<file path="src/shared/sraf_pkg.sv">
package sraf_pkg;

  // ----------------------------------------------------------------
  // Register map: printed offsets are indices, byte address is 4x
  // ----------------------------------------------------------------
  localparam logic [7:0] PORT_CONTROL_IDX        = 8'h10;
  localparam logic [7:0] PORT_STATUS_CONTROL_IDX = 8'h11;
  localparam logic [7:0] PORT_DATA_IDX           = 8'h12;
  localparam logic [7:0] PORT_CONTROL_ADDR        = 8'(PORT_CONTROL_IDX * 4);
  localparam logic [7:0] PORT_STATUS_CONTROL_ADDR = 8'(PORT_STATUS_CONTROL_IDX * 4);
  localparam logic [7:0] PORT_DATA_ADDR           = 8'(PORT_DATA_IDX * 4);

  // port_control field positions
  localparam int CTL_RX_FULL_IRQ_EN = 7;
  localparam int CTL_CONTROLLER_SEL = 5;
  localparam int CTL_CLOCK_POLARITY = 4;
  localparam int CTL_CLOCK_PHASE    = 3;
  localparam int CTL_WIRED_OR_MODE  = 2;
  localparam int CTL_BLOCK_ENABLE   = 1;
  localparam int CTL_TX_EMPTY_IRQ_EN = 0;
  localparam logic [7:0] CTL_RESET  = 8'h28;
  localparam logic [7:0] CTL_WMASK  = 8'hbf;

  // port_status_control field positions
  localparam int STS_RX_FULL        = 7;
  localparam int STS_ERROR_IRQ_EN   = 6;
  localparam int STS_OVERRUN        = 5;
  localparam int STS_MODE_FAULT     = 4;
  localparam int STS_TX_EMPTY       = 3;
  localparam int STS_MODE_FAULT_EN  = 2;
  localparam int STS_RATE_HI        = 1;
  localparam int STS_RATE_LO        = 0;
  localparam logic [7:0] STS_RESET  = 8'h08;

  // Rate divisors for codes 00, 01, 10, 11
  localparam logic [7:0] RATE_DIV_00 = 8'h02;
  localparam logic [7:0] RATE_DIV_01 = 8'h08;
  localparam logic [7:0] RATE_DIV_10 = 8'h20;
  localparam logic [7:0] RATE_DIV_11 = 8'h80;

  // Serial clock edges per byte: eight cycles, two edges each
  localparam logic [3:0] LAST_EDGE   = 4'hf;
  // Idle load must finish within this many bus cycles
  localparam int IDLE_LOAD_CYCLES    = 2;

  // Synchroniser lanes
  localparam int LANE_SCK  = 0;
  localparam int LANE_MOSI = 1;
  localparam int LANE_MISO = 2;
  localparam int LANE_SS   = 3;

  localparam logic [1:0] RESP_OKAY   = 2'h0;
  localparam logic [1:0] RESP_DECERR = 2'h3;

  typedef enum logic [1:0] {
    ST_IDLE = 2'b00,
    ST_RUN  = 2'b01,
    ST_DONE = 2'b10
  } sraf_state_t;

  // Serial pin triple: clock, controller-out, target-out
  typedef struct packed {
    logic sck;
    logic mosi;
    logic miso;
  } sraf_pins_t;

endpackage : sraf_pkg

</file>
<file path="src/design/sraf_core.sv">
// Added by the designer: the AXI4-Lite interface to the registers.
`timescale 1ns/1ns
// What this block does
// - Receive-full interrupt enable gates receive-full onto the interrupt; reset clears it.
// - Controller-select 1 means controller role, 0 target; reset sets it.
// - Clock polarity sets idle clock level, reset clears; both ends must match.
// - Phase 0 target starts at select fall, drives MSB on MISO; phase resets 1.
// - Phase 0 target takes no new byte mid transfer; software loads beforehand.
// - Phase 1 target starts transfer at first serial clock edge.
// - Select high: MISO released, clocks ignored, transfer state kept.
// - Wired-OR mode makes clock, MOSI, MISO open drain; else push-pull.
// - Block enable turns port on; clearing it partially resets; reset clears.
// - Transmit-empty interrupt enable gates transmit-empty; reset clears it.
// - Receive-full sets on each received byte; data read or reset clears.
// - Error interrupt enable gates overrun and mode-fault; reset clears it.
// - Byte arriving while receive full sets overrun, keeps old byte, drops new.
// - Overrun clears by status read seeing it, then data read; or reset.
// - Mode fault: target select rises mid transfer; controller select low.
// - Mode fault clears by status read seeing it, then data write; or reset.
// - Transmit-empty sets when byte moves to shift register; reset sets it.
// - Idle port loads written byte within two cycles; active target waits.
// - Fault detect enable permits fault; clearing keeps flag; controller ignores select.
// - Controller rate code selects divisor 2, 8, 32, 128; target ignores; reset clears.
// - Data writes fill transmit buffer, reads return separate receive buffer.
// - Each transfer swaps one byte over eight serial clock cycles.
module sraf_core (
  input  wire logic              clk,          // Bus clock, 100 MHz
  input  wire logic              reset,        // Synchronous, active high
  input  wire logic              awvalid,      // AXI write address valid
  output logic                   awready,      // AXI write address ready
  input  wire logic [7:0]        awaddr,       // AXI write byte address
  input  wire logic              wvalid,       // AXI write data valid
  output logic                   wready,       // AXI write data ready
  input  wire logic [31:0]       wdata,        // AXI write data
  input  wire logic [3:0]        wstrb,        // AXI byte enables
  output logic                   bvalid,       // AXI write response valid
  input  wire logic              bready,       // AXI write response ready
  output logic [1:0]             bresp,        // AXI write response
  input  wire logic              arvalid,      // AXI read address valid
  output logic                   arready,      // AXI read address ready
  input  wire logic [7:0]        araddr,       // AXI read byte address
  output logic                   rvalid,       // AXI read data valid
  input  wire logic              rready,       // AXI read data ready
  output logic [31:0]            rdata,        // AXI read data
  output logic [1:0]             rresp,        // AXI read response
  input  wire sraf_pkg::sraf_pins_t pinIn,     // Serial pin levels
  output sraf_pkg::sraf_pins_t   pinOut,       // Serial pin drive values
  output sraf_pkg::sraf_pins_t   pinOe,        // Serial pin enables
  input  wire logic              selectN,      // Select pin, active low
  output logic                   irqReq        // Interrupt request, level
);

  // ----------------------------------------------------------------
  // Helpers
  // ----------------------------------------------------------------
  // Half serial clock period in bus cycles
  function automatic logic [7:0] rateDivisor(input logic [1:0] code);
    case (code)
      2'b00:   rateDivisor = sraf_pkg::RATE_DIV_00;
      2'b01:   rateDivisor = sraf_pkg::RATE_DIV_01;
      2'b10:   rateDivisor = sraf_pkg::RATE_DIV_10;
      default: rateDivisor = sraf_pkg::RATE_DIV_11;
    endcase
  endfunction : rateDivisor

  // Open drain never drives high; push-pull drives both levels while active
  function automatic logic [1:0] padDrive(input logic val, input logic wom, input logic act);
    padDrive = wom ? {1'b0, act & ~val} : {val, act};
  endfunction : padDrive

  // ----------------------------------------------------------------
  // Register state
  // ----------------------------------------------------------------
  logic [7:0]            ctl_q;
  logic                  error_irq_en_q;
  logic                  mode_fault_detect_en_q;
  logic [1:0]            rate_q;
  logic                  rxFull_q;
  logic                  ovr_q;
  logic                  mode_fault_flag_q;
  logic                  ovrArm_q;
  logic                  modfArm_q;
  logic [7:0]            rxData_q;
  logic [7:0]            txBuf_q;
  logic                  txFull_q;
  sraf_pkg::sraf_state_t state_q;
  logic [7:0]            shift_q;
  logic                  rxBit_q;
  logic [3:0]            edgeCnt_q;
  logic [7:0]            halfCnt_q;
  logic                  sckLvl_q;
  logic [3:0]            s1_q;
  logic [3:0]            s2_q;
  logic [3:0]            s3_q;
  logic [3:0]            f_q;
  logic                  awHeld_q;
  logic [7:0]            awAddr_q;
  logic                  wHeld_q;
  logic [7:0]            wByte_q;
  logic                  wLane_q;

  logic rxIe, ctrlRole, clock_polarity, clock_phase, wom, enable, txIe;
  assign rxIe     = ctl_q[sraf_pkg::CTL_RX_FULL_IRQ_EN];
  assign ctrlRole = ctl_q[sraf_pkg::CTL_CONTROLLER_SEL];
  assign clock_polarity     = ctl_q[sraf_pkg::CTL_CLOCK_POLARITY];
  assign clock_phase     = ctl_q[sraf_pkg::CTL_CLOCK_PHASE];
  assign wom      = ctl_q[sraf_pkg::CTL_WIRED_OR_MODE];
  assign enable   = ctl_q[sraf_pkg::CTL_BLOCK_ENABLE];
  assign txIe     = ctl_q[sraf_pkg::CTL_TX_EMPTY_IRQ_EN];

  // ----------------------------------------------------------------
  // Pin synchronisers
  // ----------------------------------------------------------------
  logic [3:0] rawIn;
  logic [3:0] chg;
  assign rawIn = {selectN, pinIn.miso, pinIn.mosi, pinIn.sck};
  // A level counts only once stages two and three agree
  assign chg   = ~(s2_q ^ s3_q) & (s3_q ^ f_q);

  always_ff @(posedge clk) begin
    if (reset) begin
      s1_q <= 4'hf;
      s2_q <= 4'hf;
      s3_q <= 4'hf;
      f_q  <= 4'hf;
    end else begin
      s1_q <= rawIn;
      s2_q <= s1_q;
      s3_q <= s2_q;
      f_q  <= f_q ^ chg;
    end
  end

  logic ssLow, ssRise, ssFall, sckChg, serIn;
  assign ssLow  = ~f_q[sraf_pkg::LANE_SS];
  assign ssRise = chg[sraf_pkg::LANE_SS] & s3_q[sraf_pkg::LANE_SS];
  assign ssFall = chg[sraf_pkg::LANE_SS] & ~s3_q[sraf_pkg::LANE_SS];
  assign sckChg = chg[sraf_pkg::LANE_SCK];
  assign serIn  = ctrlRole ? f_q[sraf_pkg::LANE_MISO] : f_q[sraf_pkg::LANE_MOSI];

  // ----------------------------------------------------------------
  // AXI4-Lite slave
  // ----------------------------------------------------------------
  logic       doWrite, arTake, dataRd, statusRd, dataWr;
  assign awready  = ~awHeld_q & ~bvalid;
  assign wready   = ~wHeld_q & ~bvalid;
  assign arready  = ~rvalid;
  assign doWrite  = awHeld_q & wHeld_q;
  assign arTake   = arvalid & arready;
  assign dataRd   = arTake & (araddr == sraf_pkg::PORT_DATA_ADDR);
  assign statusRd = arTake & (araddr == sraf_pkg::PORT_STATUS_CONTROL_ADDR);
  assign dataWr   = doWrite & wLane_q & (awAddr_q == sraf_pkg::PORT_DATA_ADDR);

  // Address and data are caught in either order, then applied together
  always_ff @(posedge clk) begin
    if (reset) begin
      awHeld_q <= 1'b0;
      awAddr_q <= 8'h00;
      wHeld_q  <= 1'b0;
      wByte_q  <= 8'h00;
      wLane_q  <= 1'b0;
      bvalid   <= 1'b0;
      bresp    <= sraf_pkg::RESP_OKAY;
    end else begin
      if (awvalid && awready) begin
        awHeld_q <= 1'b1;
        awAddr_q <= awaddr;
      end
      if (wvalid && wready) begin
        wHeld_q <= 1'b1;
        wByte_q <= wdata[7:0];
        wLane_q <= wstrb[0];
      end
      if (doWrite) begin
        awHeld_q <= 1'b0;
        wHeld_q  <= 1'b0;
        bvalid   <= 1'b1;
        bresp    <= (awAddr_q == sraf_pkg::PORT_CONTROL_ADDR ||
                     awAddr_q == sraf_pkg::PORT_STATUS_CONTROL_ADDR ||
                     awAddr_q == sraf_pkg::PORT_DATA_ADDR) ?
                    sraf_pkg::RESP_OKAY : sraf_pkg::RESP_DECERR;
      end else if (bready) begin
        bvalid <= 1'b0;
      end
    end
  end

  logic [7:0] statusByte;
  assign statusByte = {rxFull_q, error_irq_en_q, ovr_q, mode_fault_flag_q, ~txFull_q, mode_fault_detect_en_q, rate_q};

  // Read answer one cycle after the address is taken
  always_ff @(posedge clk) begin
    if (reset) begin
      rvalid <= 1'b0;
      rdata  <= 32'h00000000;
      rresp  <= sraf_pkg::RESP_OKAY;
    end else if (arTake) begin
      rvalid <= 1'b1;
      rresp  <= sraf_pkg::RESP_OKAY;
      case (araddr)
        sraf_pkg::PORT_CONTROL_ADDR:        rdata <= {24'h000000, ctl_q};
        sraf_pkg::PORT_STATUS_CONTROL_ADDR: rdata <= {24'h000000, statusByte};
        sraf_pkg::PORT_DATA_ADDR:           rdata <= {24'h000000, rxData_q};
        default: begin
          rdata <= 32'h00000000;
          rresp <= sraf_pkg::RESP_DECERR;
        end
      endcase
    end else if (rready) begin
      rvalid <= 1'b0;
    end
  end

  // ----------------------------------------------------------------
  // Control and configuration registers
  // ----------------------------------------------------------------
  // Reserved bit six of control always reads zero
  always_ff @(posedge clk) begin
    if (reset) begin
      ctl_q    <= sraf_pkg::CTL_RESET;
      error_irq_en_q  <= sraf_pkg::STS_RESET[sraf_pkg::STS_ERROR_IRQ_EN];
      mode_fault_detect_en_q <= sraf_pkg::STS_RESET[sraf_pkg::STS_MODE_FAULT_EN];
      rate_q   <= sraf_pkg::STS_RESET[sraf_pkg::STS_RATE_HI:sraf_pkg::STS_RATE_LO];
    end else if (doWrite && wLane_q) begin
      if (awAddr_q == sraf_pkg::PORT_CONTROL_ADDR) begin
        ctl_q <= wByte_q & sraf_pkg::CTL_WMASK;
      end
      if (awAddr_q == sraf_pkg::PORT_STATUS_CONTROL_ADDR) begin
        error_irq_en_q  <= wByte_q[sraf_pkg::STS_ERROR_IRQ_EN];
        mode_fault_detect_en_q <= wByte_q[sraf_pkg::STS_MODE_FAULT_EN];
        rate_q   <= wByte_q[sraf_pkg::STS_RATE_HI:sraf_pkg::STS_RATE_LO];
      end
    end
  end

  // ----------------------------------------------------------------
  // Transfer engine
  // ----------------------------------------------------------------
  logic loadNow, edgeGo, lead, start;
  logic [7:0] rxByte;
  // Idle port moves a waiting byte at once; a running one waits
  assign loadNow = enable & txFull_q & (state_q == sraf_pkg::ST_IDLE);
  assign start   = ~ctrlRole & ~clock_phase & ssFall & (state_q == sraf_pkg::ST_IDLE);
  // Target follows synced clock only while selected
  assign edgeGo  = ctrlRole ?
                   (state_q == sraf_pkg::ST_RUN) & (halfCnt_q == 8'h00) :
                   enable & sckChg & ssLow &
                   ((state_q == sraf_pkg::ST_RUN) |
                    ((state_q == sraf_pkg::ST_IDLE) & clock_phase));
  assign lead    = ~edgeCnt_q[0];
  assign rxByte  = clock_phase ? {shift_q[6:0], rxBit_q} : shift_q;

  // Transmit buffer; held empty while disabled, a write wins over a hand-over
  always_ff @(posedge clk) begin
    if (reset) begin
      txBuf_q  <= 8'h00;
      txFull_q <= 1'b0;
    end else if (!enable) begin
      txFull_q <= 1'b0;
    end else if (dataWr) begin
      txBuf_q  <= wByte_q;
      txFull_q <= 1'b1;
    end else if (loadNow) begin
      txFull_q <= 1'b0;
    end
  end

  // Shift, phase and edge sequencing for both roles
  always_ff @(posedge clk) begin
    if (reset || !enable) begin
      state_q   <= sraf_pkg::ST_IDLE;
      shift_q   <= 8'h00;
      rxBit_q   <= 1'b0;
      edgeCnt_q <= 4'h0;
      halfCnt_q <= 8'h00;
      sckLvl_q  <= 1'b0;
    end else begin
      case (state_q)
        sraf_pkg::ST_IDLE: begin
          sckLvl_q  <= clock_polarity;
          edgeCnt_q <= 4'h0;
          halfCnt_q <= 8'(rateDivisor(rate_q) - 8'h01);
          if (loadNow) begin
            shift_q <= txBuf_q;
          end
          if ((ctrlRole && loadNow) || start) begin
            state_q <= sraf_pkg::ST_RUN;
          end
        end
        sraf_pkg::ST_RUN: begin
          if (ctrlRole) begin
            halfCnt_q <= (halfCnt_q == 8'h00) ?
                         8'(rateDivisor(rate_q) - 8'h01) : 8'(halfCnt_q - 8'h01);
          end
        end
        sraf_pkg::ST_DONE: begin
          state_q  <= sraf_pkg::ST_IDLE;
          sckLvl_q <= clock_polarity;
        end
        default: state_q <= sraf_pkg::ST_IDLE;
      endcase
      // Edge work; a phase-one target enters the run state on its first edge
      if (edgeGo) begin
        if (ctrlRole) begin
          sckLvl_q <= ~sckLvl_q;
        end
        if (lead == ~clock_phase) begin
          rxBit_q <= serIn;
        end else if (!(lead && edgeCnt_q == 4'h0)) begin
          shift_q <= {shift_q[6:0], rxBit_q};
        end
        edgeCnt_q <= 4'(edgeCnt_q + 4'h1);
        state_q   <= (edgeCnt_q == sraf_pkg::LAST_EDGE) ?
                     sraf_pkg::ST_DONE : sraf_pkg::ST_RUN;
      end
    end
  end

  // ----------------------------------------------------------------
  // Flags and their clearing sequences
  // ----------------------------------------------------------------
  logic modfSet;
  // Controller with detect off ignores select entirely
  assign modfSet = enable & mode_fault_detect_en_q &
                   (ctrlRole ? ssLow : ssRise & (state_q == sraf_pkg::ST_RUN));

  // Received byte lands unless the last one is still unread
  always_ff @(posedge clk) begin
    if (reset) begin
      rxData_q <= 8'h00;
      rxFull_q <= 1'b0;
      ovr_q    <= 1'b0;
      ovrArm_q <= 1'b0;
    end else begin
      if (statusRd) begin
        ovrArm_q <= ovr_q;
      end else if (dataRd) begin
        ovrArm_q <= 1'b0;
      end
      if (state_q == sraf_pkg::ST_DONE && rxFull_q && !dataRd) begin
        ovr_q <= 1'b1;
      end else if (dataRd && ovrArm_q) begin
        ovr_q <= 1'b0;
      end
      // A read in the landing cycle frees the slot, so the new byte wins
      if (state_q == sraf_pkg::ST_DONE && (!rxFull_q || dataRd)) begin
        rxData_q <= rxByte;
        rxFull_q <= 1'b1;
      end else if (dataRd) begin
        rxFull_q <= 1'b0;
      end
    end
  end

  // Fault flag survives detect-enable being cleared
  always_ff @(posedge clk) begin
    if (reset) begin
      mode_fault_flag_q    <= 1'b0;
      modfArm_q <= 1'b0;
    end else begin
      if (statusRd) begin
        modfArm_q <= mode_fault_flag_q;
      end else if (dataWr) begin
        modfArm_q <= 1'b0;
      end
      if (modfSet) begin
        mode_fault_flag_q <= 1'b1;
      end else if (dataWr && modfArm_q) begin
        mode_fault_flag_q <= 1'b0;
      end
    end
  end

  // ----------------------------------------------------------------
  // Interrupt request and pin drivers
  // ----------------------------------------------------------------
  assign irqReq = (rxIe & rxFull_q) |
                  (txIe & ~txFull_q) |
                  (error_irq_en_q & (ovr_q | mode_fault_flag_q));

  // MISO only while selected as target; open drain when wired-OR
  logic [1:0] sckPad, mosiPad, misoPad;
  assign sckPad  = padDrive(sckLvl_q, wom, enable & ctrlRole);
  assign mosiPad = padDrive(shift_q[7], wom, enable & ctrlRole);
  assign misoPad = padDrive(shift_q[7], wom, enable & ~ctrlRole & ssLow);
  assign pinOut  = '{sck: sckPad[1], mosi: mosiPad[1], miso: misoPad[1]};
  assign pinOe   = '{sck: sckPad[0], mosi: mosiPad[0], miso: misoPad[0]};
endmodule : sraf_core

</file>
<file path="config.mk">
export PLATFORM = sky130hd
export DESIGN_NAME = sraf_core
export DESIGN_NICKNAME = d
export VERILOG_FILES = /design/src/shared/sraf_pkg.sv /design/src/design/sraf_core.sv
export SDC_FILE = /design/constraint.sdc
export NUM_CORES = 1
export LEC_CHECK = 0
export BUFFER_PORTS_ARGS = -buffer_cell sky130_fd_sc_hd__buf_2
export CAP_MARGIN = 40
export CELL_PAD_IN_SITES_DETAIL_PLACEMENT = 0
export CELL_PAD_IN_SITES_GLOBAL_PLACEMENT = 2
export CORE_MARGIN = 2
export CORE_UTILIZATION = 25
export DETAILED_ROUTE_END_ITERATION = 8
export GPL_ROUTABILITY_DRIVEN = 0
export PLACE_DENSITY = 0.79
export SLEW_MARGIN = 10
export SYNTH_ARGS = -nofsm -noshare
export SYNTH_HDL_FRONTEND = slang
export SYNTH_SLANG_ARGS = --single-unit
</file>
<file path="constraint.sdc">
create_clock -name clk -period 2.2 [get_ports clk]
set_input_delay 0.66 -clock clk [delete_from_list [all_inputs] [get_ports clk]]
set_output_delay 0.66 -clock clk [all_outputs]
set_load 0.02 [all_outputs]
</file>
# Word-level counts from Yosys, hierarchy flattened
# Index checks and enable logic that the tools add are counted.
[op_classes]
addsub = 4
eq_ne = 15
n_mux = 48
bitwise = 54
n_reduce_logical = 42
[ops]
columns = ["operator", "count"]
rows = [
  ["$mux W8", 13],
  ["$eq A8 B7 Y1 const B", 6],
  ["$pmux W8 S3", 2],
  ["$and A1 B1 Y1", 32],
  ["$sub A8 B1 Y8 const B", 3],
  ["$mux W1", 21],
  ["$reduce_bool A2 Y1", 10],
  ["$mux W2", 8],
  ["$pmux W8 S2", 1],
  ["$not A1 Y1", 13],
  ["$reduce_and A2 Y1", 6],
  ["$xor A4 B4 Y4", 3],
  ["$logic_and A1 B1 Y1", 10],
  ["$logic_not A8 Y1", 1],
  ["$mux W4", 2],
  ["$reduce_or A2 Y1", 3],
  ["$logic_or A1 B1 Y1", 5],
  ["$add A4 B1 Y4 const B", 1],
  ["$and A4 B4 Y4", 1],
  ["$eq A2 B1 Y1 const B", 2],
  ["$eq A2 B2 Y1 const B", 2],
  ["$eq A4 B4 Y1 const B", 1],
  ["$logic_not A2 Y1", 2],
  ["$logic_not A4 Y1", 1],
  ["other kinds (8)", 14],
]
[word_totals]
register_bits = 130
inputBits = 63
word_cells = 195

# Logic depth before layout (Yosys ltp)
# Gate-level depths: netlist of run 1.
[depth]
ltp_word = 10
ltp_mapped = 8
depth_no_buf = 6

# Least setup slack after synthesis of run 1
# Ideal clock, no wire load.
[synth_timing]
path_type = "input port to flip-flop"
startpoint = "in araddr[3]"
endpoint = "reg ovr_q"
setup_ns = 0.116
t_arrival_ns = 2.090
required_time_ns = 2.084
setup_slack_ns = -0.007
stages = 8
path_buffers = 4
cell_sequence = "clkbuf_1 -> nor2b_1 -> buf_2 -> a41o_1 -> clkbuf_1 -> buf_2 -> nor3_1 -> a31o_2"
[synth_via]
elab_chain_cells = 5
word_cells_on_any_way = 7
cone_classes = "eq/ne (1); mux (1); bitwise (1); reduce/logical (4)"
[synth_rtl]
columns = ["item", "line", "rtl"]
rows = [
  ["from (decl)", "sraf_core.sv:41", "input wire logic [7:0] araddr,"],
  ["$eq A8 B7 Y1 (*)", "sraf_core.sv:150", "assign dataRd = arTake & (araddr == sraf_pkg::PORT_DATA_ADDR);"],
  ["$and A1 B1 Y1 (*)", "sraf_core.sv:150", ""],
  ["$logic_not A1 Y1", "sraf_core.sv:340", "if (state_q == sraf_pkg::ST_DONE && rxFull_q && !dataRd) begin"],
  ["$logic_and A1 B1 Y1", "sraf_core.sv:340", ""],
  ["$mux W1 or $reduce_bool A2 Y1 (tied branches)", "n/a", ""],
  ["to (signal assigned)", "sraf_core.sv:332", "ovr_q <= 1'b0;"],
  ["to (signal assigned)", "sraf_core.sv:341", "ovr_q <= 1'b1;"],
  ["to (signal assigned)", "sraf_core.sv:343", "ovr_q <= 1'b0;"],
  ["to (decl)", "sraf_core.sv:79", "logic ovr_q;"],
]
# Mark *: on every way between the ends. The rest lies on a longest branch, timed or not.
# A chain may end at the register's enable or synchronous reset.

==> Flow_metrics.wiki, run 1 <==
{| class="wikitable"
! Metric !! Value
|-
| Cell count after synthesis || about 590
|-
| Total number of cells along the worst setup path || 3
|-
| Signed area change from the synthesized netlist to the final layout || 20.06%
|-
| Global-route wire length before repair || approximately 21 mm
|-
| Family with the most delay on the worst path || simple AND/OR/NAND/NOR gates
|-
| Top Ports || 111
|-
| Cts bufs inserted || 9
|-
| Warnings from Yosys || 0
|-
| Flip-flop cell with the highest count after synthesis || sky130_fd_sc_hd__dfxtp_1
|-
| Number of max-cap violations || 0
|-
| H-Tree Level Count || 3
|-
| Setup crit start kind || flop
|-
| Floorplan row count || between 50 and 60
|-
| Overall routed net length || 12.75 mm
|-
| Cell types occupying the most area after synthesis || sky130_fd_sc_hd__dfxtp_1 42%, sky130_fd_sc_hd__mux2i_1 6.4%, sky130_fd_sc_hd__a21oi_1 6.2%
|-
| Number of buffers and inverters on the critical path || 1
|-
| Worst Hold Class || flop to flop
|-
| Kind of end point of the critical path || output port
|-
| Highest net fanout along the worst path || 3
|-
| Largest net degree at the start of global routing || between 40 and 50
|-
| GRT Total Usage || 0.1236
|-
| Area share of the leading cell type in the synthesized netlist || 0.4192
|-
| Total clock sinks || 104
|-
| Setup Viol. Count Final || 0
|-
| Library cell contributing the largest single delay on the critical path || sky130_fd_sc_hd__or3b_4
|-
| Post-DP HPWL || 9.260 mm
|-
| Post-synth EDFFs || 0
|-
| VDD IR-drop max || 0.3268 mV
|-
| Number of synthesized register bits || 104
|-
| Min Tclk post-route || around 2.1 ns
|-
| Die boundary width || 144.9 um
|-
| Portion of the post-synthesis area used by sequential elements || 0.4192
|-
| Buffer levels on the longest clock path || 2
|-
| Data required time at the worst endpoint || about 1.5 ns
|-
| Netlist area before placement || 4966 um2
|-
| Setup tns final || 0 ns
|-
| Final routed DRC violation total || 0
|-
| CTS tree || yes
|-
| Most common library cell in the layout ignoring fill and taps || sky130_fd_sc_hd__dfxtp_1
|-
| Count of different cell masters after synthesis || 56
|-
| Net count, final || 723
|-
| Crit path largest cell delay || 0.44 ns
|-
| Final-report max-slew violation count || 0
|-
| Clock transition at the registers of the reported paths || around 0.070 ns
|-
| Achievable Freq || 467.5 MHz
|-
| Critical Path AT || 1.48 ns
|-
| Root cell of the clock tree || sky130_fd_sc_hd__clkbuf_16
|-
| Worst reg-to-reg setup slack || 0.12 ns
|-
| Leak pwr || approximately 0.0024 uW
|-
| Vias in the first global route || 4,007
|-
| Fraction of final layout cells sized beyond drive strength 1 || 0.2258
|-
| Async set or reset register ratio after synthesis || 0
|-
| Worst R2R Path Depth || 7
|-
| Setup WS pre-CTS || -0.01444 ns
|-
| Floorplan die area || 21,010 um2
|-
| Worst-case clock skew || ~0.011 ns
|-
| Initial Util || 0.2552
|-
| CP cell instances || or3b_4 -> a21oi_1 -> buf_4
|-
| Post-synthesis area per instance || 8.474 um2
|-
| Floorplan Core Area || 19,460 um2
|-
| Antenna cell count || 0
|-
| Number of antenna violations at the first check in global routing || 0
|-
| Final hold violation count || 0
|-
| Total vias in the final route || ~4,200
|-
| Path type of the worst setup path || flop to output port
|-
| Worst-Margin Slew || approximately 0.70 ns
|-
| Setup repair after global routing missed its margin || no
|-
| Count of routing violations after the opening detailed-route iteration || 199
|-
| Layout Utilization || 0.3063
|-
| IO buf count || 59
|-
| Number of routed nets with antenna violations || 0
|-
| Initial DRT Pass Iterations || 4
|-
| Vias per cell || around 4.5
|-
| Pwr Density || 656.4 nW/um2
|-
| Synth area leader || sky130_fd_sc_hd__dfxtp_1
|-
| Ratio of final minimum period to clock period || 0.9723
|-
| Number of stages on the worst hold path || 1
|-
| Post-DR wirelength/cell || 13.78 um
|-
| Worst Slack Setup Final || about 0.061 ns
|-
| Run status || finished, final reports clean
|-
| Latest clock arrival within the worst-skew pair || roughly 0.36 ns
|-
| Remaining global-route overflow || 0
|-
| Most frequent cells in the layout || 104 x sky130_fd_sc_hd__dfxtp_1, 78 x sky130_fd_sc_hd__nand2_1, 62 x sky130_fd_sc_hd__a21oi_1
|-
| Die height || 144.9 um
|-
| Slew margin rel. || 0.5308
|}
==> report_power, final <==
part	leakage (uW)	total (uW)	switching [uW]	internal, uW
sequential	0.000844	1950	30.0	1920
clock	0.000157	1720	805	917
combinational	0.00137	243	160	83.4
total	0.00237	3910	994	2920
==> worst paths after layout <==
kind,from,end
worst max-delay path,ctl_q[1]$_SDFFE_PP0P_,pinOe[0]
worst max register to register,halfCnt_q[0]$_SDFFE_PP0P_,shift_q[5]$_SDFF_PP0_
worst min register to register,s1_q[1]$_SDFF_PP1_,s2_q[1]$_SDFF_PP1_
worst min-delay path,s1_q[1]$_SDFF_PP1_,s2_q[1]$_SDFF_PP1_
==> cells in the mapped netlist (3+ instances only) <==
cell,n
sky130_fd_sc_hd__mux2_2,11
sky130_fd_sc_hd__and2_1,4
sky130_fd_sc_hd__o21ai_0,31
sky130_fd_sc_hd__a311oi_1,8
sky130_fd_sc_hd__mux2i_1,32
sky130_fd_sc_hd__clkbuf_1,29
sky130_fd_sc_hd__a22o_1,6
sky130_fd_sc_hd__nand2b_1,10
sky130_fd_sc_hd__nor3_1,8
sky130_fd_sc_hd__o22ai_1,5
sky130_fd_sc_hd__nand4_1,15
sky130_fd_sc_hd__a31oi_1,6
sky130_fd_sc_hd__nand2_1,78
sky130_fd_sc_hd__or2_2,15
sky130_fd_sc_hd__nor2_1,33
sky130_fd_sc_hd__nand3_1,11
sky130_fd_sc_hd__buf_4,27
sky130_fd_sc_hd__nand3b_1,3
sky130_fd_sc_hd__a21oi_1,62
sky130_fd_sc_hd__nor2b_1,14
sky130_fd_sc_hd__dfxtp_1,104
sky130_fd_sc_hd__inv_1,15
sky130_fd_sc_hd__a22oi_1,9
sky130_fd_sc_hd__ha_1,5
sky130_fd_sc_hd__or3_1,3
==> stage by stage <==
| step | std cells | total power [uW] | hold slack, ns | instance area, um2 |
|---|---|---|---|---|
| CTS | 925 | 3975 | 0.4152 | 5959 |
| floorplan | 609 | 2182 | 0.3895 | 5054 |
| finish | 925 | 3913 | 0.4133 | 5962 |
| global placement | 909 | 2237 | 0.3985 | 5634 |
| global route | 925 | 4077 | 0.4312 | 5962 |
| detailed placement | 909 | 2239 | 0.3940 | 5634 |
==> logic make-up after synthesis <==
logic type               after synthesis  share of synthesized area
buffers and inverters                 76                    0.08138
multiplexers                          43                    0.08944
other                                  1                  0.0007551
flip-flops                           104                     0.4192
AO/OA/AOI/OAI                        143                     0.1764
AND/OR/NAND/NOR                      212                     0.2167
adder cells (fa/ha/maj)                5                    0.01260
XOR/XNOR                               2                   0.003528
==> worst register-to-register path, cell delays in order, from the launching register on <==
cell                      delay [ns]
sky130_fd_sc_hd__dfxtp_1        0.31
sky130_fd_sc_hd__inv_1          0.07
sky130_fd_sc_hd__ha_1           0.20
sky130_fd_sc_hd__or3b_2         0.48
sky130_fd_sc_hd__or3_1          0.37
sky130_fd_sc_hd__a22oi_2        0.24
sky130_fd_sc_hd__buf_12         0.17
sky130_fd_sc_hd__mux2i_1        0.18
==> metal layers <==
metal,track usage,wire (um)
met4,0.04059,175
met3,0.02704,422
met5,0,0
met1,0.1723,6527
met2,0.1893,5626
==> repair_timing <==
item | in CTS | in global routing
setup buffers | 0 | 0
endpoints found under the hold margin | 0 | 0
gates resized for setup | 1 | 1
endpoints found under the setup margin | 1 | 1
hold buffers | 0 | 0
==> sequential cells by signal, summed over array words and instances (netlist names), 2 cells and up, named ones only <==
signal     count
awAddr_q       8
ctl_q          7
edgeCnt_q      4
halfCnt_q      8
rate_q         2
rdata          8
rxData_q       8
s1_q           4
s2_q           4
s3_q           4
shift_q        8
state_q        2
txBuf_q        8
wByte_q        8
==> cell type report <==
cell class,count,area [um2]
clock buffers,9,225.2
clock inverters,7,97.59
fillers,2095,13500
inverters,15,56.30
multi-input cells,429,2569
flip-flops and latches,104,2082
well taps,265,331.6
repair buffers,96,600.6
(Power assumes the default switching activity.)
==> run 2: changes to the inputs <==
Settings changed: PLACE_DENSITY 0.79 to 0.65.
Clock period 2.2 ns to 1.8 ns, I/O delays scaled along.
==> run 2 against run 1 <==
Net effect:
- the flow now finishes with violations (negative setup slack)
- critical path depth is 1 higher
- final area is 5.5% higher
- sequential share of layout area is 1.7 points lower
- clock power is 22% higher
- worst setup slack worse by 0.26 ns
- largest cell class unchanged
- largest power group unchanged
==> Flow_metrics.wiki, run 2 (synthesis gave the netlist of run 1 again) <==
{| class="wikitable"
! Metric !! Value
|-
| Library cell contributing the largest single delay on the critical path || sky130_fd_sc_hd__or3b_4
|-
| Clock transition at the registers of the reported paths || 0.07 ns (about the same)
|-
| Pwr Density || 760.0 nW/um2 (+16%)
|-
| Signed area change from the synthesized netlist to the final layout || 26.71%
|-
| Highest net fanout along the worst path || 2 (-1)
|-
| Final-report max-slew violation count || 0 (unchanged)
|-
| Vias in the first global route || 4,300 (+7.3%)
|-
| Number of max-cap violations || 0 (unchanged)
|-
| Overall routed net length || 13.25 mm (+3.9%)
|-
| Setup WS pre-CTS || -0.2056 ns (-0.1912 ns)
|-
| Min Tclk post-route || 2.001 ns
|-
| Antenna cell count || 0 (unchanged)
|-
| Remaining global-route overflow || 0 (unchanged)
|-
| Smallest hold slack || 0.3652 ns (-0.04803 ns)
|-
| H-Tree Level Count || 3 (unchanged)
|-
| Worst Slack Setup Final || -0.2015 ns (-0.2625 ns)
|-
| Floorplan Core Area || 19,460 um2 (unchanged)
|-
| Worst Hold Class || input port to flop
|-
| Final hold violation count || 0 (unchanged)
|-
| Violations in the final reports || negative setup slack
|-
| Worst-Margin Slew || 0.5047 ns (-0.1976 ns)
|-
| Post-DP HPWL || 9.981 mm (+7.8%)
|-
| Critical Path AT || 1.46 ns (-0.02 ns)
|-
| Non-filler instance count after layout || 950 (+2.7%)
|-
| Post-cts hold buffer count || 0 (unchanged)
|-
| Root cell of the clock tree || sky130_fd_sc_hd__clkbuf_16
|-
| Number of antenna violations at the first check in global routing || 0 (unchanged)
|-
| Die boundary width || 144.9 um (unchanged)
|-
| IO buf count || 59 (unchanged)
|-
| Cts bufs inserted || 9 (unchanged)
|-
| Global-route wire length before repair || 21.89 mm (+4.4%)
|-
| Placed instance count || 930 (+2.3%)
|-
| Count of routing violations after the opening detailed-route iteration || 197 (-1.0%)
|-
| Crit path largest cell delay || 0.41 ns (-0.03 ns)
|-
| Post-DR wirelength/cell || 13.95 um (+1.2%)
|-
| Buffer levels on the longest clock path || 2 (unchanged)
|-
| Number of buffers and inverters on the critical path || 2 (+1)
|-
| Worst-case clock skew || 0.01281 ns (+0.001905 ns)
|-
| Kind of end point of the critical path || output port
|-
| Latest clock arrival within the worst-skew pair || 0.36 ns (about the same)
|-
| Final routed DRC violation total || 0 (unchanged)
|-
| Number of routed nets with antenna violations || 0 (unchanged)
|-
| Initial DRT Pass Iterations || 4 (unchanged)
|-
| Ratio of final minimum period to clock period || 1.112
|-
| Setup repair after global routing missed its margin || yes
|-
| Fraction of final layout cells sized beyond drive strength 1 || 0.2861 (+0.06037)
|-
| Data required time at the worst endpoint || 1.26 ns (-0.28 ns)
|-
| Total vias in the final route || 4,363 (+4.4%)
|-
| Run status || finished with violations
|-
| Vias per cell || 4.593 (+1.6%)
|-
| Family with the most delay on the worst path || simple AND/OR/NAND/NOR gates
|-
| Most common library cell in the layout ignoring fill and taps || sky130_fd_sc_hd__dfxtp_1
|-
| Floorplan die area || 21,010 um2 (unchanged)
|-
| Path type of the worst setup path || flop to output port
|-
| VDD IR-drop max || 0.4037 mV (+24%)
|-
| CTS tree || yes
|-
| Net count, final || 748 (+3.5%)
|-
| Initial Util || 0.2552 (unchanged)
|-
| Slew margin rel. || 0.6593 (+0.1284)
|-
| Die height || 144.9 um (unchanged)
|-
| Floorplan row count || 51 (unchanged)
|-
| Setup Viol. Count Final || 15 (+15)
|-
| CP cell instances || or3b_4 -> buf_6 -> a21oi_4 -> buf_6
|-
| Most frequent cells in the layout || 96 x sky130_fd_sc_hd__dfxtp_1, 78 x sky130_fd_sc_hd__nand2_1, 60 x sky130_fd_sc_hd__a21oi_1
|-
| Total power consumption of the routed design || 4782 uW (+22%)
|-
| Top Ports || 111 (unchanged)
|-
| GRT Total Usage || 0.1283 (+0.004699)
|-
| Largest net degree at the start of global routing || 31 (-34%)
|-
| Achievable Freq || 499.6 MHz
|-
| Leak pwr || 0.002518 uW (+6.3%)
|-
| Setup tns final || -1.286 ns (-1.286 ns)
|-
| Total clock sinks || 104 (unchanged)
|-
| Worst path most repeated cell || sky130_fd_sc_hd__buf_6
|-
| Setup crit start kind || flop
|}
-- run 2: cell types whose count changed in the layout (fill, tap and decap cells not counted), moves of 4 or more --
cell and change:
sky130_fd_sc_hd__buf_4 +20, sky130_fd_sc_hd__buf_6 +4, sky130_fd_sc_hd__dfxtp_2 +8, sky130_fd_sc_hd__dfxtp_1 -8
-- run 2: power breakdown --
group | switching (uW) | internal, uW
clock | 947 | 1150
sequential | 36.4 | 2340
combinational | 197 | 108
-- run 2: final cells by class --
type | instances | area (um2)
fill | 2050 | 13170
multi-input combinational | 429 | 2684
sequential | 104 | 2092
timing repair buffer | 121 | 815.8
tap | 265 | 331.6
clock buffer | 11 | 242.7
clock inverter | 5 | 70.07
inverter | 15 | 56.30
-- run 2: worst paths after layout --
check                           cells past startpoint  slack, ns                       from                    end
worst min-delay path                                2       0.37                   pinIn[2]     s1_q[0]$_SDFF_PP1_
worst min register to register                      1       0.40         s1_q[2]$_SDFF_PP1_     s2_q[2]$_SDFF_PP1_
worst max-delay path                                4      -0.20                       flop               pinOe[0]
worst max register to register                      5      -0.13  halfCnt_q[2]$_SDFFE_PP0P_  shift_q[4]$_SDFF_PP0_
-- run 2: metrics by stage --
| step | utilization | area [um2] |
|---|---|---|
| after floorplan | - | 5096 |
| after global placement | 0.3004 | 5846 |
| after detailed placement | 0.3004 | 5846 |
| after CTS | 0.3213 | 6254 |
| after global routing | 0.3233 | 6292 |
| final | 0.3233 | 6292 |
-- run 2: routing by layer --
metal,share of wire,GRT usage,wire (um),vias to the layer above
li1,-,-,-,2205
met1,0.49,0.1688,6463,2069
met5,0,0,0,-
met3,0.033,0.03145,441,9
met4,0.0086,0.03465,114,0
met2,0.47,0.2098,6231,80
-- run 2: timing repair --
item,4_1_cts,5_1_grt
resized for setup,18,9
pin swaps,7,6
buffers inserted,3,2
setup endpoints to repair,14,22
==> run 3: changes to the inputs <==
Settings changed: ABC_AREA set to 1, PLACE_DENSITY 0.65 to 0.68.
==> run 3 against run 2 <==
Net effect:
- critical path type unchanged
- final area down 6.5%
- worst hold slack better by 0.0044 ns
- worst setup slack better by 0.28 ns
- via count up 1.6%
- the run now ends clean
- utilization down 1.9 points
- register-to-register slack better by 0.31 ns
==> Flow_metrics.wiki, run 3 <==
{| class="wikitable"
! Metric !! Value
|-
| Buffer levels on the longest clock path || 2 (unchanged)
|-
| Kind of end point of the critical path || output port
|-
| CP cell instances || nand2_1 -> a21oi_1 -> buf_2
|-
| Latest clock arrival within the worst-skew pair || 0.35 ns (about the same)
|-
| Library cell contributing the largest single delay on the critical path || sky130_fd_sc_hd__dfxtp_1
|-
| Most common library cell in the layout ignoring fill and taps || sky130_fd_sc_hd__nand2_1
|-
| Die boundary width || 144.1 um (-0.58%)
|-
| Initial Util || 0.2538 (-0.001357)
|-
| IO buf count || 59 (unchanged)
|-
| Leak pwr || 0.002456 uW (-2.5%)
|-
| Flip-flop cell with the highest count after synthesis || sky130_fd_sc_hd__dfxtp_1
|-
| Layout Utilization || 0.3044 (-0.01890)
|-
| Final hold violation count || 0 (unchanged)
|-
| Area of the multi-input gates || 2387 um2 (-11%)
|-
| GRT Total Usage || 0.1315 (+0.003175)
|-
| Overall routed net length || 13.24 mm (about the same)
|-
| Count of different cell masters after synthesis || 35 (-38%)
|-
| Setup crit start kind || flop
|-
| Remaining global-route overflow || 0 (unchanged)
|-
| CTS tree || yes
|-
| Final-report max-slew violation count || 0 (unchanged)
|-
| VDD IR-drop max || 0.4138 mV (+2.5%)
|-
| Vias per cell || 4.290 (-6.6%)
|-
| Post-layout instance area || 5886 um2 (-6.5%)
|-
| Number of synthesized register bits || 104 (unchanged)
|-
| Vias in the first global route || 4,028 (-6.3%)
|-
| Setup repair after global routing missed its margin || no
|-
| Ratio of final minimum period to clock period || 0.9557 (-0.1562)
|-
| Global-route wire length before repair || 21.25 mm (-2.9%)
|-
| Setup Viol. Count Final || 0 (-15)
|-
| Initial DRT Pass Iterations || 4 (unchanged)
|-
| Count of routing violations after the opening detailed-route iteration || 329 (+67%)
|-
| Pwr Density || 798.0 nW/um2 (+5.0%)
|-
| Signed area change from the synthesized netlist to the final layout || 19.94%
|-
| Run status || finished, final reports clean
|-
| Library cell with the highest instance count after synthesis || sky130_fd_sc_hd__nand2_1
|-
| Floorplan Core Area || 19,330 um2 (-0.66%)
|-
| Family with the most delay on the worst path || flip-flops
|-
| Synth area leader || sky130_fd_sc_hd__dfxtp_1
|-
| Critical Path AT || 1.18 ns (-0.28 ns)
|-
| Setup WS pre-CTS || 0.04521 ns (+0.2508 ns)
|-
| Most frequent cells in the layout || 134 x sky130_fd_sc_hd__nand2_1, 101 x sky130_fd_sc_hd__dfxtp_1, 89 x sky130_fd_sc_hd__nor2_1
|-
| Post-synthesis area per instance || 7.133 um2 (-16%)
|-
| Final routed DRC violation total || 0 (unchanged)
|-
| Total of fill cells in the finished design || 2,126 (+3.7%)
|-
| Number of routed nets with antenna violations || 0 (unchanged)
|-
| Fraction of final layout cells sized beyond drive strength 1 || 0.1966 (-0.08952)
|-
| Async set or reset register ratio after synthesis || 0 (unchanged)
|-
| Min Tclk post-route || 1.720 ns (-0.2812 ns)
|-
| Largest net degree at the start of global routing || 40 (+29%)
|-
| Area post-placement || 5544 um2 (-5.2%)
|-
| Warnings from Yosys || 0 (unchanged)
|-
| Total vias in the final route || 4,432 (+1.6%)
|-
| Total clock sinks || 104 (unchanged)
|-
| Root cell of the clock tree || sky130_fd_sc_hd__clkbuf_16
|-
| Highest net fanout along the worst path || 3 (+1)
|-
| Worst-case clock skew || 0.006187 ns (-0.006626 ns)
|-
| Worst Slack Setup Final || 0.07975 ns (+0.2812 ns)
|-
| Worst Hold Class || input port to flop
|-
| H-Tree Level Count || 3 (unchanged)
|-
| Sequential Area || 2088 um2 (-0.18%)
|-
| Clock transition at the registers of the reported paths || 0.07 ns (about the same)
|-
| Number of antenna violations at the first check in global routing || 0 (unchanged)
|-
| Crit path largest cell delay || 0.41 ns (about the same)
|-
| Most used standard cells in the synthesized netlist || 134 x sky130_fd_sc_hd__nand2_1, 104 x sky130_fd_sc_hd__dfxtp_1, 89 x sky130_fd_sc_hd__nor2_1, 70 x sky130_fd_sc_hd__a21oi_1, 55 x sky130_fd_sc_hd__o21ai_0
|-
| Cts bufs inserted || 9 (unchanged)
|-
| Portion of the post-synthesis area used by sequential elements || 0.4243 (+0.005024)
|-
| Number of buffers and inverters on the critical path || 1 (-1)
|-
| Net count, final || 832 (+11%)
|-
| Path type of the worst setup path || flop to output port
|-
| Netlist area before placement || 4907 um2 (-1.2%)
|-
| Post-DP HPWL || 10.03 mm (+0.47%)
|-
| Number of max-cap violations || 0 (unchanged)
|-
| Post-DR wirelength/cell || 12.82 um (-8.1%)
|-
| Achievable Freq || 581.3 MHz (+16%)
|-
| Area share of the leading cell type in the synthesized netlist || 0.4243 (+0.005024)
|-
| Post-synth EDFFs || 0 (unchanged)
|-
| Cell count after synthesis || 688 (+17%)
|-
| Top Ports || 111 (unchanged)
|-
| Floorplan die area || 20,760 um2 (-1.2%)
|-
| Data required time at the worst endpoint || 1.26 ns (about the same)
|-
| Cell types occupying the most area after synthesis || sky130_fd_sc_hd__dfxtp_1 42%, sky130_fd_sc_hd__nand2_1 10%, sky130_fd_sc_hd__a21oi_1 7.1%
|-
| Floorplan row count || 51 (unchanged)
|-
| Die height || 144.1 um (-0.58%)
|-
| Antenna cell count || 0 (unchanged)
|}
run 3: changes by cell type after synthesis, moves of 11 or more:
cell	delta
sky130_fd_sc_hd__nand2_1	+56
sky130_fd_sc_hd__nor2_1	+56
sky130_fd_sc_hd__nand3_1	+40
sky130_fd_sc_hd__inv_1	+36
sky130_fd_sc_hd__mux2i_1	-32
sky130_fd_sc_hd__o21ai_0	+24
sky130_fd_sc_hd__clkbuf_1	-15
sky130_fd_sc_hd__nor2b_1	-14
sky130_fd_sc_hd__mux2_2	-11
run 3: per-layer routing:
layer	global-route usage	up-vias	share of wire
met5	0	-	0
met4	0.04696	0	0.013
met3	0.01887	9	0.029
met2	0.2030	69	0.45
met1	0.1864	1994	0.51
li1	-	2360	-
run 3: final timing paths:
check	from	to	slack, ns	cells past startpoint
setup / recovery	ctl_q[5]$_SDFFE_PP1P_	pinOe[2]	0.08	3
hold / removal	pinIn[1]	s1_q[1]$_SDFF_PP1_	0.37	2
setup reg to reg	edgeCnt_q[0]$_SDFFE_PP0P_	shift_q[6]$_SDFF_PP0_	0.18	6
hold reg to reg	s1_q[1]$_SDFF_PP1_	s2_q[1]$_SDFF_PP1_	0.41	1
run 3: repair_timing:
item | in CTS | in global routing
buffers inserted | 0 | 3
hold buffers | 0 | 0
endpoints found under the setup margin | 4 | 5
hold endpoints to repair | 0 | 0
resized for setup | 6 | 4
run 3: metrics by stage:
stage	instances	setup TNS [ns]	total power (uW)	hold WS (ns)
after floorplan	711	0	2715	0.3895
after global placement	1015	0	2792	0.3925
after detailed placement	1015	0	2800	0.3950
after CTS	1030	-0.01173	4762	0.3568
after global routing	1033	0	4919	0.3629
final	1033	0	4697	0.3697
run 3: cells by family (layout without fill, tap and decap cells):
| logic type | Yosys count | after routing | share of synthesized area |
|---|---|---|---|
| simple gates | 327 | 327 | 0.2978 |
| compound gates | 139 | 139 | 0.1484 |
| buf+inv | 109 | 166 | 0.1107 |
| flops | 104 | 104 | 0.4243 |
| fa+ha+maj | 5 | 5 | 0.01275 |
| xor+xnor | 3 | 3 | 0.005355 |
| other cells | 1 | 24 | 0.0007642 |
run 3: layout make-up:
type                            instances  share of cell area
Multi-Input combinational cell        498              0.4056
Tap cell                              265             0.05634
Clock buffer                           12             0.04528
Timing Repair Buffer                   94             0.09736
Clock inverter                          3            0.004252
Sequential cell                       104              0.3548
Inverter                               57             0.03635
run 3: power by group:
part | internal [uW] | switching [uW] | leakage [uW]
combinational | 110 | 228 | 0.00147
sequential | 2360 | 42.5 | 0.000847
clock | 1050 | 905 | 0.000141
total | 3520 | 1180 | 0.00246
run 3: worst reg2reg max path, stage by stage (launching register included):
cell and delay (ns):
sky130_fd_sc_hd__dfxtp_1 0.42, sky130_fd_sc_hd__inv_1 0.14, sky130_fd_sc_hd__ha_1 0.25, sky130_fd_sc_hd__a31oi_4 0.25
sky130_fd_sc_hd__nand2_2 0.22, sky130_fd_sc_hd__o21ai_1 0.19, sky130_fd_sc_hd__nor2_1 0.05
